[src/logic/adcseq_map.vh]
// register map, field positions, reset values and timing counts of the conversion sequencer
// assumes a 125 MHz core clock and word-aligned AXI4-Lite byte addresses
`ifndef ADCSEQ_MAP_VH
`define ADCSEQ_MAP_VH

// register indices; printed offsets are kept as indices, address = 4 * index
`define ADCSEQ_IDX_RESULT 8'h1e
`define ADCSEQ_IDX_CONTROL 8'h1f
`define ADCSEQ_IDX_PORTCFG 8'h9f
`define ADCSEQ_IDX_FLAGS 8'h0c
`define ADCSEQ_IDX_ENABLES 8'h8c
`define ADCSEQ_IDX_INTCTL 8'h0b
`define ADCSEQ_IDX_PORTA 8'h05
`define ADCSEQ_IDX_PORTE 8'h09
`define ADCSEQ_IDX_ANAIN 8'h40
`define ADCSEQ_IDX_SYSCTL 8'h41

// control register fields
`define ADCSEQ_CTL_ON 0
`define ADCSEQ_CTL_GO 2
`define ADCSEQ_CTL_CHLO 3
`define ADCSEQ_CTL_CLKLO 6
`define ADCSEQ_CTL_RESET 8'h00
`define ADCSEQ_CTL_MASK 8'hfd

// port configuration
`define ADCSEQ_PCFG_MASK 8'h07
`define ADCSEQ_PCFG_RESET 3'h0

// interrupt bits
`define ADCSEQ_DONE_BIT 6
`define ADCSEQ_PERIPHERAL_IRQ_ENABLE_BIT 6
`define ADCSEQ_GIE_BIT 7

// clock selection codes
`define ADCSEQ_CLK_DIV2 2'h0
`define ADCSEQ_CLK_DIV8 2'h1
`define ADCSEQ_CLK_DIV32 2'h2
`define ADCSEQ_CLK_RC 2'h3

// timing: half periods counted, 9.5 periods = 19 halves, 2 periods = 4 halves
`define ADCSEQ_CONV_HALVES 5'h13
`define ADCSEQ_WAIT_HALVES 5'h04
`define ADCSEQ_INSTR_CYCLES 4'h4
`define ADCSEQ_CLK_NS 8
`define ADCSEQ_RC_NS 4000
`define ADCSEQ_RC_HALF ((`ADCSEQ_RC_NS / 2) / `ADCSEQ_CLK_NS)
// divider limit for the rc half period, ADCSEQ_RC_HALF - 1 held at counter width
`define ADCSEQ_RC_LIM 9'h0f9

`endif

[src/logic/adcseq_tad_gen.v]
// bit-period half tick generator for the conversion sequencer
// assumes clk is the core oscillator; rc source is modelled by a long divider
`timescale 1ns/1ps
`include "adcseq_map.vh"
module adcseq_tad_gen (
  input wire clk,
  input wire arst_n,
  input wire run,
  input wire [1:0] clkSel,
  output reg halfTick
);
  reg [8:0] cnt_ff;
  reg [8:0] lim;

  always @*
  begin
    case (clkSel)
      `ADCSEQ_CLK_DIV2: lim = 9'h000;
      `ADCSEQ_CLK_DIV8: lim = 9'h003;
      `ADCSEQ_CLK_DIV32: lim = 9'h00f;
      default: lim = `ADCSEQ_RC_LIM;
    endcase
  end

  always @(posedge clk or negedge arst_n)
  begin
    if (!arst_n)
    begin
      cnt_ff <= 9'h000;
      halfTick <= 1'b0;
    end
    else if (!run)
    begin
      cnt_ff <= 9'h000;
      halfTick <= 1'b0;
    end
    else if (cnt_ff >= lim)
    begin
      cnt_ff <= 9'h000;
      halfTick <= 1'b1;
    end
    else
    begin
      cnt_ff <= cnt_ff + 9'h001;
      halfTick <= 1'b0;
    end
  end
endmodule // adcseq_tad_gen

[src/logic/adcseq_pin_cfg.v]
// decodes the port role code into analog masks and reference choice
// pure combinational, read by the sequencer top
`timescale 1ns/1ps
`include "adcseq_map.vh"
module adcseq_pin_cfg (
  input wire [2:0] roleCode,
  output reg [7:0] analogMask,
  output reg extRef
);
  // mask order: ra0 ra1 ra2 ra3 ra5 re0 re1 re2 as bits 0..7
  always @*
  begin
    extRef = roleCode[0] & ~roleCode[2] | (roleCode == 3'h5);
    case (roleCode)
      3'h0: analogMask = 8'hff;
      3'h1: analogMask = 8'hf7;
      3'h2: analogMask = 8'h1f;
      3'h3: analogMask = 8'h17;
      3'h4: analogMask = 8'h0b;
      3'h5: analogMask = 8'h03;
      default: analogMask = 8'h00;
    endcase
  end
endmodule // adcseq_pin_cfg

[src/logic/adcseq_top.v]
// conversion sequencer of an 8-bit successive-approximation converter with AXI4-Lite registers
// assumes a single 125 MHz clock; the analog comparator result arrives as an 8-bit sampled word
//
// The implementer's own choice: the AXI4-Lite register port.
`timescale 1ns/1ps
`include "adcseq_map.vh"

// Notes on behaviour
// - port code picks supply or pin reference
// - port code assigns analog and digital pins
// - config bits 7..3 ignore writes, read zero
// - conversion lasts nine and a half periods
// - period from osc x2, x8, x32, rc
// - two periods pass before next acquisition
// - setting start flag while on converts
// - completion clears start, loads result together
// - done flag; irq needs three enables
// - clearing start aborts, result kept
// - after abort wait two periods, reacquire
// - analog pins read zero on port data
// - rc clock delays one instruction first
// - rc completion in sleep wakes if enabled
// - non-rc sleep aborts and powers down
// - reset disables, aborts, pins analog
// - result not cleared by reset
// - clock select codes 00..11 mapping
// - channel select picks channel by value
module adcseq_top (
  input wire clk,
  input wire arst_n,
  input wire [31:0] s_axi_awaddr,
  input wire s_axi_awvalid,
  output reg s_axi_awready,
  input wire [31:0] s_axi_wdata,
  input wire [3:0] s_axi_wstrb,
  input wire s_axi_wvalid,
  output reg s_axi_wready,
  output reg [1:0] s_axi_bresp,
  output reg s_axi_bvalid,
  input wire s_axi_bready,
  input wire [31:0] s_axi_araddr,
  input wire s_axi_arvalid,
  output reg s_axi_arready,
  output reg [31:0] s_axi_rdata,
  output reg [1:0] s_axi_rresp,
  output reg s_axi_rvalid,
  input wire s_axi_rready,
  input wire sleepIn,
  input wire [5:0] portAPins,
  input wire [2:0] portEPins,
  input wire [7:0] sampleCode,
  output reg [2:0] channelSelect,
  output reg samplingOn,
  output reg extRefOn,
  output reg [7:0] analogPins,
  output reg irqOut,
  output reg wakeOut
);
  localparam ST_OFF = 3'h0;
  localparam ST_ACQ = 3'h1;
  localparam ST_DLY = 3'h2;
  localparam ST_CONV = 3'h3;
  localparam ST_WAIT = 3'h4;

  ////////////////////////////////////////////////////////////////////////////
  reg [7:0] control_ff;
  reg [2:0] portCfg_ff;
  reg [7:0] result_ff;
  reg doneFlag_ff;
  reg irqEn_ff;
  reg [1:0] intCtl_ff;
  reg [2:0] state_ff;
  reg [4:0] halves_ff;
  reg [3:0] instr_ff;
  reg [31:0] awAddr_ff;
  reg [31:0] wData_ff;
  reg [3:0] wStrb_ff;
  reg awHave_ff;
  reg wHave_ff;
  reg [2:0] nxt_state;
  reg [4:0] nxt_halves;
  reg [3:0] nxt_instr;
  reg nxt_done;
  reg nxt_abort;
  reg [7:0] rdWord;
  reg rdOk;
  wire halfTick;
  wire [7:0] anaMask;
  wire extRef;
  wire isOn = control_ff[`ADCSEQ_CTL_ON];
  wire isGo = control_ff[`ADCSEQ_CTL_GO];
  wire [1:0] clkSel = control_ff[`ADCSEQ_CTL_CLKLO +: 2];
  wire rcClk = (clkSel == `ADCSEQ_CLK_RC);
  wire powerDown = !isOn || (sleepIn && !rcClk);
  wire doWrite = awHave_ff && wHave_ff && !s_axi_bvalid;
  wire [7:0] wIdx = awAddr_ff[9:2];
  wire ctlWr = doWrite && wIdx == `ADCSEQ_IDX_CONTROL && wStrb_ff[0];

  function [7:0] lowByte;
    input [31:0] word;
    lowByte = word[7:0];
  endfunction

  function hitIdx;
    input [31:0] addr;
    input [7:0] idx;
    hitIdx = (addr[31:10] == 22'h000000) && (addr[9:2] == idx);
  endfunction

  adcseq_tad_gen u_tad (
    .clk(clk),
    .arst_n(arst_n),
    .run(state_ff == ST_CONV || state_ff == ST_WAIT),
    .clkSel(clkSel),
    .halfTick(halfTick)
  );

  adcseq_pin_cfg u_pins (
    .roleCode(portCfg_ff),
    .analogMask(anaMask),
    .extRef(extRef)
  );

  ////////////////////////////////////////////////////////////////////////////
  // sequencer
  always @*
  begin
    nxt_state = state_ff;
    nxt_halves = halves_ff;
    nxt_instr = instr_ff;
    nxt_done = 1'b0;
    nxt_abort = 1'b0;
    case (state_ff)
      ST_OFF:
        if (!powerDown)
          nxt_state = ST_ACQ;
      ST_ACQ:
        if (isGo)
        begin
          nxt_instr = 4'h0;
          nxt_halves = 5'h00;
          nxt_state = rcClk ? ST_DLY : ST_CONV;
        end
      ST_DLY:
        if (!isGo)
          nxt_state = ST_ACQ;
        else if (instr_ff == `ADCSEQ_INSTR_CYCLES - 4'h1)
          nxt_state = ST_CONV;
        else
          nxt_instr = instr_ff + 4'h1;
      ST_CONV:
        if (!isGo)
        begin
          nxt_abort = 1'b1;
          nxt_halves = 5'h00;
          nxt_state = ST_WAIT;
        end
        else if (halfTick)
        begin
          if (halves_ff == `ADCSEQ_CONV_HALVES - 5'h01)
          begin
            nxt_done = 1'b1;
            nxt_halves = 5'h00;
            nxt_state = ST_WAIT;
          end
          else
            nxt_halves = halves_ff + 5'h01;
        end
      ST_WAIT:
        if (halfTick)
        begin
          if (halves_ff == `ADCSEQ_WAIT_HALVES - 5'h01)
            nxt_state = ST_ACQ;
          else
            nxt_halves = halves_ff + 5'h01;
        end
      default:
        nxt_state = ST_OFF;
    endcase
    if (powerDown)
      nxt_state = ST_OFF;
  end

  ////////////////////////////////////////////////////////////////////////////
  // read mux
  always @*
  begin
    rdWord = 8'h00;
    rdOk = 1'b1;
    if (hitIdx(s_axi_araddr, `ADCSEQ_IDX_CONTROL))
      rdWord = control_ff;
    else if (hitIdx(s_axi_araddr, `ADCSEQ_IDX_PORTCFG))
      rdWord = {5'h00, portCfg_ff};
    else if (hitIdx(s_axi_araddr, `ADCSEQ_IDX_RESULT))
      rdWord = result_ff;
    else if (hitIdx(s_axi_araddr, `ADCSEQ_IDX_FLAGS))
      rdWord = {1'b0, doneFlag_ff, 6'h00};
    else if (hitIdx(s_axi_araddr, `ADCSEQ_IDX_ENABLES))
      rdWord = {1'b0, irqEn_ff, 6'h00};
    else if (hitIdx(s_axi_araddr, `ADCSEQ_IDX_INTCTL))
      rdWord = {intCtl_ff, 6'h00};
    else if (hitIdx(s_axi_araddr, `ADCSEQ_IDX_PORTA))
      rdWord = {2'h0, portAPins[5] & ~anaMask[4], portAPins[4],
        portAPins[3:0] & ~anaMask[3:0]};
    else if (hitIdx(s_axi_araddr, `ADCSEQ_IDX_PORTE))
      rdWord = {5'h00, portEPins & ~anaMask[7:5]};
    else if (hitIdx(s_axi_araddr, `ADCSEQ_IDX_ANAIN))
      rdWord = {5'h00, state_ff};
    else
      rdOk = 1'b0;
  end

  ////////////////////////////////////////////////////////////////////////////
  always @(posedge clk or negedge arst_n)
  begin
    if (!arst_n)
    begin
      s_axi_awready <= 1'b0;
      s_axi_wready <= 1'b0;
      s_axi_bvalid <= 1'b0;
      s_axi_bresp <= 2'h0;
      s_axi_arready <= 1'b0;
      s_axi_rvalid <= 1'b0;
      s_axi_rresp <= 2'h0;
      s_axi_rdata <= 32'h00000000;
      awHave_ff <= 1'b0;
      wHave_ff <= 1'b0;
      awAddr_ff <= 32'h00000000;
      wData_ff <= 32'h00000000;
      wStrb_ff <= 4'h0;
    end
    else
    begin
      s_axi_awready <= !awHave_ff && !s_axi_awready && s_axi_awvalid;
      s_axi_wready <= !wHave_ff && !s_axi_wready && s_axi_wvalid;
      if (s_axi_awvalid && s_axi_awready)
      begin
        awHave_ff <= 1'b1;
        awAddr_ff <= s_axi_awaddr;
      end
      if (s_axi_wvalid && s_axi_wready)
      begin
        wHave_ff <= 1'b1;
        wData_ff <= s_axi_wdata;
        wStrb_ff <= s_axi_wstrb;
      end
      if (doWrite)
      begin
        s_axi_bvalid <= 1'b1;
        s_axi_bresp <= (awAddr_ff[31:10] == 22'h000000) ? 2'h0 : 2'h2;
        awHave_ff <= 1'b0;
        wHave_ff <= 1'b0;
      end
      else if (s_axi_bvalid && s_axi_bready)
        s_axi_bvalid <= 1'b0;
      s_axi_arready <= !s_axi_arready && !s_axi_rvalid && s_axi_arvalid;
      if (s_axi_arvalid && s_axi_arready)
      begin
        s_axi_rvalid <= 1'b1;
        s_axi_rdata <= {24'h000000, rdWord};
        s_axi_rresp <= rdOk ? 2'h0 : 2'h2;
      end
      else if (s_axi_rvalid && s_axi_rready)
        s_axi_rvalid <= 1'b0;
    end
  end

  // register file; reset puts every register except the result to its reset value
  always @(posedge clk or negedge arst_n)
  begin
    if (!arst_n)
    begin
      control_ff <= `ADCSEQ_CTL_RESET;
      portCfg_ff <= `ADCSEQ_PCFG_RESET;
      doneFlag_ff <= 1'b0;
      irqEn_ff <= 1'b0;
      intCtl_ff <= 2'h0;
      state_ff <= ST_OFF;
      halves_ff <= 5'h00;
      instr_ff <= 4'h0;
    end
    else
    begin
      state_ff <= nxt_state;
      halves_ff <= nxt_halves;
      instr_ff <= nxt_instr;
      if (ctlWr)
        // start only counts once the converter was already on
        control_ff <= (lowByte(wData_ff) & `ADCSEQ_CTL_MASK)
          & ~({5'h00, !isOn, 2'h0});
      if (nxt_done)
        control_ff[`ADCSEQ_CTL_GO] <= 1'b0;
      // a sleep abort drops the start too, so waking does not resume a stale conversion
      if (powerDown)
        control_ff[`ADCSEQ_CTL_GO] <= 1'b0;
      if (doWrite && wIdx == `ADCSEQ_IDX_PORTCFG && wStrb_ff[0])
        portCfg_ff <= wData_ff[2:0];
      if (doWrite && wIdx == `ADCSEQ_IDX_ENABLES && wStrb_ff[0])
        irqEn_ff <= wData_ff[`ADCSEQ_DONE_BIT];
      if (doWrite && wIdx == `ADCSEQ_IDX_INTCTL && wStrb_ff[0])
        intCtl_ff <= wData_ff[7:6];
      // set wins over a software clear in the same cycle
      if (nxt_done)
        doneFlag_ff <= 1'b1;
      else if (doWrite && wIdx == `ADCSEQ_IDX_FLAGS && wStrb_ff[0])
        doneFlag_ff <= wData_ff[`ADCSEQ_DONE_BIT];
    end
  end

  // result keeps no reset: content is unknown after power-on
  always @(posedge clk)
  begin
    if (nxt_done)
      result_ff <= sampleCode;
    else if (doWrite && wIdx == `ADCSEQ_IDX_RESULT && wStrb_ff[0])
      result_ff <= wData_ff[7:0];
  end

  ////////////////////////////////////////////////////////////////////////////
  always @(posedge clk or negedge arst_n)
  begin
    if (!arst_n)
    begin
      channelSelect <= 3'h0;
      samplingOn <= 1'b0;
      extRefOn <= 1'b0;
      analogPins <= 8'hff;
      irqOut <= 1'b0;
      wakeOut <= 1'b0;
    end
    else
    begin
      channelSelect <= control_ff[`ADCSEQ_CTL_CHLO +: 3];
      samplingOn <= (nxt_state == ST_ACQ) || (nxt_state == ST_DLY);
      extRefOn <= extRef;
      analogPins <= anaMask;
      irqOut <= doneFlag_ff && irqEn_ff && intCtl_ff[0] && intCtl_ff[1];
      wakeOut <= sleepIn && doneFlag_ff && irqEn_ff;
    end
  end
endmodule // adcseq_top

[config.mk]
export PLATFORM = sky130hd
export DESIGN_NAME = adcseq_top
export DESIGN_NICKNAME = d
export VERILOG_FILES = /design/src/logic/adcseq_tad_gen.v /design/src/logic/adcseq_pin_cfg.v /design/src/logic/adcseq_top.v
export VERILOG_INCLUDE_DIRS = /design/src /design/src/logic
export SDC_FILE = /design/constraint.sdc
export NUM_CORES = 1
export LEC_CHECK = 0
export ABC_CLOCK_PERIOD_IN_PS = 2150
export BUFFER_PORTS_ARGS = -buffer_cell sky130_fd_sc_hd__buf_2
export CAP_MARGIN = 25
export CORE_MARGIN = 2
export CORE_UTILIZATION = 46
export CTS_CLUSTER_DIAMETER = 60
export DETAILED_ROUTE_END_ITERATION = 7
export GPL_TIMING_DRIVEN = 0
export HOLD_SLACK_MARGIN = 0.06
export PLACE_DENSITY = 0.76
export SYNTH_ARGS = -nofsm -noshare
export SYNTH_HDL_FRONTEND = slang
export SYNTH_SLANG_ARGS = --single-unit
export TNS_END_PERCENT = 50
[constraint.sdc]
create_clock -name clk -period 2.15 [get_ports clk]
set_clock_uncertainty 0.05 [all_clocks]
set_input_delay 0.5375 -clock clk [delete_from_list [all_inputs] [get_ports clk]]
set_output_delay 0.5375 -clock clk [all_outputs]
set_load 0.02 [all_outputs]
==> results.md, run 1 <==
- Least-Margin Pin Slew: between 0.7 and 0.8 ns
- Power per Cell Area: 840 mW/mm^2
- Dpl hpwl: approximately 9.3 mm
- Synth warnings: 0
- XOR/XNOR share of the synthesized area: 1.23%
- Crit path max fanout: 5
- Failing checks: negative setup slack
- Top-count cell post-synth: dfrtp_1
- Grt total ovfl: 0
- Placed cells: 796
- Simple-Gate Fraction of Synth Area: 16.4%
- Setup crit start kind: flop
- Complex-gate fraction of the synthesized area: 9.47%
- Slowest stage delay, CP: between 0.4 and 0.5 ns
- HP Class: primary input to async pin
- Initial DRT Pass Iterations: 5
- Comb power frac: between 20 and 25%
- Clock Sink Count: between 100 and 150
- Synth Area in Adders: about 3.5%
- Register area share after synthesis: 49.7%
- NetSw: 1.81 mW
- Placement Cell Area: 0.00661 mm^2
- Initial antenna violation count: 1
- Top-area cell type share of the netlist area: 43.6%
- Final worst path period share: 101%
- Max-Cap Viols: 0
- Clk root buf: clkbuf_16
- Fraction of registers with async set/reset: between 90 and 100%
- Non-Filler Instances: 817
- Clk_lat worst skew: 0.35 ns
- Reg2Reg Setup Slack: -0.03 ns
- Die area: 0.0133 mm^2
- N_diodes: 0
- Core area: approximately 0.012 mm^2
- Worst hold slack: 0.127 ns
- DR vias: 4,505
- Register bit total from synthesis: approximately 110
- Gr usage total: roughly 20%
- Pint: 4.17 mW
- Achievable Freq: ~460 MHz
- Worst-path clk slew: 0.08 ns
- Die W: about 120 um
- RSZ-0062 raised after global routing: true
- Mapped Avg Cell Area: 11.4 um^2
- Crit. End Element: flop
- Status: finished with violations
- Synth top cells by count: 99 x dfrtp_1, 52 x mux2_2, 31 x buf_4
- Sequential share of power: 49.7%
- 1st-iter DRT viols: 211
- CTS max path bufs: 2
- CP top delay family: compound AO/OA/AOI/OAI gates
- Post-route cell area: 0.00712 mm^2
- CTS Buf Count: 9
- Setup violations, final: 1
- Vias per inst: around 5.5
- Synth Cell Area: about 0.0057 mm^2
- Cell variety after synth: 74
- CTS tree: yes
- CP required: 2.36 ns
- Final net count: 806
- First-pass GRT wire length: 20.9 mm
- IO Pins: 181
- Syn Inst Count: 500
- Crit path kind: flop to flop
- Ys flop type: dfrtp_1
- Worst path bufs/invs: 2
- Row cnt: 40
- Crit path cell chain: inv_2 -> ha_4 -> inv_2 -> ha_4 -> nand2b_4 -> a21o_1 -> a21o_1 -> a211o_4 -> a211oi_2
- Slew Limit Fails: 0
- CP Data Arrival Time: 2.38 ns
- Number of global-route vias before repair: 4,462
- Crit path time final: 2.18 ns
- Relative slew slack: between 50% and 60%
- Synth top area cells: dfrtp_1 44%, mux2_2 10%, edfxtp_1 4.2%
- Maximum VDD drop: ~0.59 mV
- Synth-to-Final Area Change: 25.2%
- Switching part of the total power: 30.2%
- Gpl congestion: around 0.84
- Final WL: 13.4 mm
- Share of layout cells above drive strength 1: approximately 43%
- Post-synth top area cell: dfrtp_1
- DRC violations left: 0
- Final WS setup: -0.0250 ns
- DRT antenna net count: 0
- Final Hold Vio Count: 0
- Initial Utilization: 47.3%
- Clock Power Share: 28.2%
- Mux contribution to synthesized area: 13.1%
- Drt wl/cell: 16.4 um
- H-tree levels: 3
- Number of synthesized flops with an enable pin: 8
- Buffers on Ports: 122
- Leakage power total: 3.30 nW
- Largest net degree at the start of global routing: 60
- Worst path slowest cell: dfrtp_2
- Main combinational cell family by area after synthesis: simple AND/OR/NAND/NOR gates
- Die Height: about 120 um
## final timing paths
check | from | cells past startpoint | endpoint
setup / recovery | control_ff[7] | 9 | u_tad.cnt_ff[5]
hold / removal | arst_n | 1 | extRefOn
setup reg to reg | control_ff[7] | 9 | u_tad.cnt_ff[5]
hold reg to reg | control_ff[5] | 0 | channelSelect[2]
max in group asynchronous | arst_n | 2 | s_axi_awready
min in group clk | s_axi_rready | 2 | s_axi_rvalid
## per-layer routing
metal	vias up	track usage, %	wire, um
li1	2104	-	-
met1	2181	25.4	5590
met2	200	32.9	6700
met3	20	4.74	897
met4	0	7.23	213
met5	-	0	0
## layout by cell type (no fill, tap or decap), drive strengths merged, types with 19 or more instances in the layout
cell / n
conb: 26
mux2: 60
inv: 25
nand2: 30
dfrtp: 99
buf: 164
nor2: 30
o21ai: 19
## power by group through the flow
stage | Sequential, mW | Combinational, mW | Clock [mW]
2_1_floorplan | 2.99 | 0.851 | 0
3_3_place_gp | 2.96 | 1.23 | 0
3_5_place_dp | 3.00 | 1.28 | 0
4_1_cts | 2.96 | 1.31 | 1.70
5_1_grt | 3.04 | 1.45 | 1.80
6_report | 2.97 | 1.32 | 1.69
## worst register-to-register path: stages (launching register included)
cell and delay (ns):
dfrtp_2 0.42, inv_2 0.09, ha_4 0.14, inv_2 0.04
ha_4 0.22, nand2b_4 0.13, a21o_1 0.16, a21o_1 0.21
a211o_4 0.40, a211oi_2 0.24
## flip-flops by register name, summed over array words and instances (netlist names), 3 cells and up
signal         cells
u_tad.cnt_ff       9
control_ff         7
analogPins         4
wData_ff           8
awAddr_ff         30
result_ff          8
s_axi_rdata        8
instr_ff           4
halves_ff          5
state_ff           3
channelSelect      3
portCfg_ff         3
## cell families after synthesis
group                      after synthesis
muxes                                   64
AOI/OAI and AO/OA                       79
xor gates and xnor gates                 8
adders and majority gates               16
buffers and inverters                   63
DFF                                    111
and+or+nand+nor                        158
other                                    1
## stage by stage
step | worst slack, ns | setup TNS, ns | total power [mW] | utilization (%)
global route | -0.0874 | -1.10 | 6.29 | 59.3
finish | -0.0250 | -0.0250 | 5.98 | 59.3
floorplan | 0.00572 | 0 | 3.84 | -
CTS | -0.00428 | -0.00489 | 5.97 | 58.3
detailed placement | -0.314 | -4.68 | 4.28 | 55.0
global placement | -0.533 | -55.53 | 4.19 | 54.7
## what timing repair did
action	CTS	global route
resized for setup	18	19
setup endpoints to repair	25	27
pin swaps	1	6
hold buffers	0	0
buffers inserted	3	2
gates cloned	1	0
## layout make-up
cell class                 count  area, um^2
fill                         991        4890
sequential                   111        2820
multi-input combinational    352        2750
timing repair buffer         129         689
buffer                        42         299
clock buffer                   9         225
tap                          147         184
inverter                      20        75.1
clock inverter                 7        71.3
Note: power is estimated with default switching activity, not from simulation.
==> run 2: changes to the inputs <==
Settings changed: RECOVER_POWER set to 25.
==> results.md, run 2 (same netlist as run 1, synthesis figures left out) <==
- Status: finished with violations
- Failing checks: negative setup slack
- IO Pins: 181
- Initial DRT Pass Iterations: 5
- Sequential share of power: 49.7%
- Met1 GRT Util: 25.4%
- Maximum VDD drop: 0.587 mV
- Reg2Reg Depth: 9
- H-tree levels: 3
- Grt total ovfl: 0
- Synth-to-Final Area Change: 25.2%
- Number of global-route vias before repair: 4,462
- Buffers on Ports: 122
- CTS tree: yes
- Comb power frac: 22.1%
- Non-Filler Instances: 817
- First-pass GRT wire length: 20.9 mm
- Gpl congestion: 0.841
- Setup crit start kind: flop
- DRC violations left: 0
- Crit path time final: 2.18 ns
- Largest Register: awAddr_ff
- Achievable Freq: 460 MHz
- HP Class: primary input to flop
- Dpl hpwl: roughly 9.3 mm
- Crit path kind: flop to flop
- Initial Utilization: 47.3%
- Setup violations, final: 1
- Critical hold path startpoint: s_axi_rready
- CP Data Arrival Time: 2.38 ns
- Placed cells: 796
- Final WL: 13.4 mm
- Hold Path Stages: 2
- Drt wl/cell: 16.4 um
- Switching part of the total power: 30.2%
- Global routing's busiest layer: met2
- NetSw: 1.81 mW
- Final WS setup: -0.0252 ns
- Gr usage total: 19.8%
- Slew Limit Fails: 0
- Vias per inst: roughly 5.5
- Row cnt: 40
- Clock Power Share: 28.2%
- Max reg flops: 30
- Commonest non-fill, non-tap cells in the layout: 124 x buf_2, 98 x dfrtp_1, 52 x mux2_2
- GR Util met2: 32.9%
- Largest net degree at the start of global routing: 60
- Relative slew slack: between 20% and 30%
- Reg2Reg Setup Slack: -0.03 ns
- RR Startpoint: control_ff[7]
- Least-Margin Pin Slew: around 1.2 ns
- Leakage power total: 3.30 nW
- Clk_lat worst skew: 0.35 ns
- Power per Cell Area: 840 mW/mm^2
- DRT antenna net count: 0
- Clk root buf: clkbuf_16
- Crit. End Element: flop
- CTS Hold Bufs: 0
- Worst R2R End: u_tad.cnt_ff[5]
- Final worst path period share: 101%
- Pint: 4.17 mW
- RSZ-0062 raised after global routing: true
- Most common cell after layout, fill and taps aside: buf_2
- Final Hold Vio Count: 0
- Initial antenna violation count: 1
- Final net count: between 800 and 900
- CTS Buf Count: 9
- Met3 Track Usage GR: 4.74%
- Max-Cap Viols: 0
- Die area: 0.0133 mm^2
- Worst-path clk slew: 0.08 ns
- DR vias: roughly 4,500
- 1st-iter DRT viols: 213
- Share of layout cells above drive strength 1: 43.3%
- CTS max path bufs: 2
- Hold Crit Endpoint: s_axi_rvalid
- Regs by FF count: awAddr_ff: 30 flops, u_tad.cnt_ff: 9 flops
- Finished Core Util: 59.2%
- N_diodes: 0
- Die Height: around 120 um
- CP required: roughly 2.4 ns
- Die W: 115 um
- Clock Sink Count: about 110
- Crit path max fanout: 5
- Core area: 0.0120 mm^2
run 2: worst max-delay path: stages, from the launching register on:
cell and delay [ns]:
dfrtp_2 0.42, inv_2 0.09, ha_4 0.13, inv_2 0.04
ha_4 0.22, nand2b_4 0.13, a21o_1 0.16, a21o_1 0.21
a211o_4 0.40, a211oi_2 0.23
run 2: routing by layer:
layer  part of all wire, %  vias to the layer above
li1                      -                     2106
met4                   1.6                        0
met5                     0                        -
met3                   6.5                       21
met2                    50                      185
met1                    42                     2175
run 2: final cells by class:
class,count,area [um^2]
fill,992,4900
sequential,111,2820
multi-input combinational,352,2750
timing repair buffer,129,687
buffer,42,299
clock buffer,9,225
tap,147,184
inverter,20,75.1
clock inverter,7,71.3
run 2: what timing repair did:
item                                    4_1_cts  5_1_grt
gates cloned                                  1        0
endpoints found under the setup margin       25       27
setup buffers                                 3        2
resized for setup                            18       19
pin swaps                                     1        6
run 2: how the worst max path moves through the flow:
| stage | cells past startpoint | start | slack, ns | to |
|---|---|---|---|---|
| 2_1_floorplan | 10 | control_ff[6] | 0.006 | u_tad.cnt_ff[0] |
| 3_3_place_gp | 1 | arst_n | -0.53 | awAddr_ff[20] |
| 3_5_place_dp | 8 | halves_ff[0] | -0.31 | result_ff[5] |
| 4_1_cts | 8 | control_ff[6] | -0.004 | u_tad.cnt_ff[5] |
| 5_1_grt | 8 | control_ff[6] | -0.09 | u_tad.cnt_ff[5] |
| 6_report | 9 | control_ff[7] | -0.03 | u_tad.cnt_ff[5] |
run 2: through the flow:
step | area, um^2 | hold slack, ns | setup TNS [ns] | setup slack (ns) | total power [mW]
after floorplan | 5780 | 0.192 | 0 | 0.00572 | 3.84
after global placement | 6570 | 0.356 | -55.53 | -0.533 | 4.19
after detailed placement | 6610 | 0.359 | -4.68 | -0.314 | 4.28
after CTS | 7010 | 0.146 | -0.00489 | -0.00428 | 5.97
after global routing | 7110 | 0.327 | -1.10 | -0.0874 | 6.29
final | 7110 | 0.319 | -0.0252 | -0.0252 | 5.98
run 2: power by group through the flow:
stage | clock network (mW) | registers [mW] | logic [mW]
final | 1.69 | 2.97 | 1.32
after global routing | 1.80 | 3.04 | 1.45
after CTS | 1.70 | 2.96 | 1.31
after detailed placement | 0 | 3.00 | 1.28
after global placement | 0 | 2.96 | 1.23
after floorplan | 0 | 2.99 | 0.851
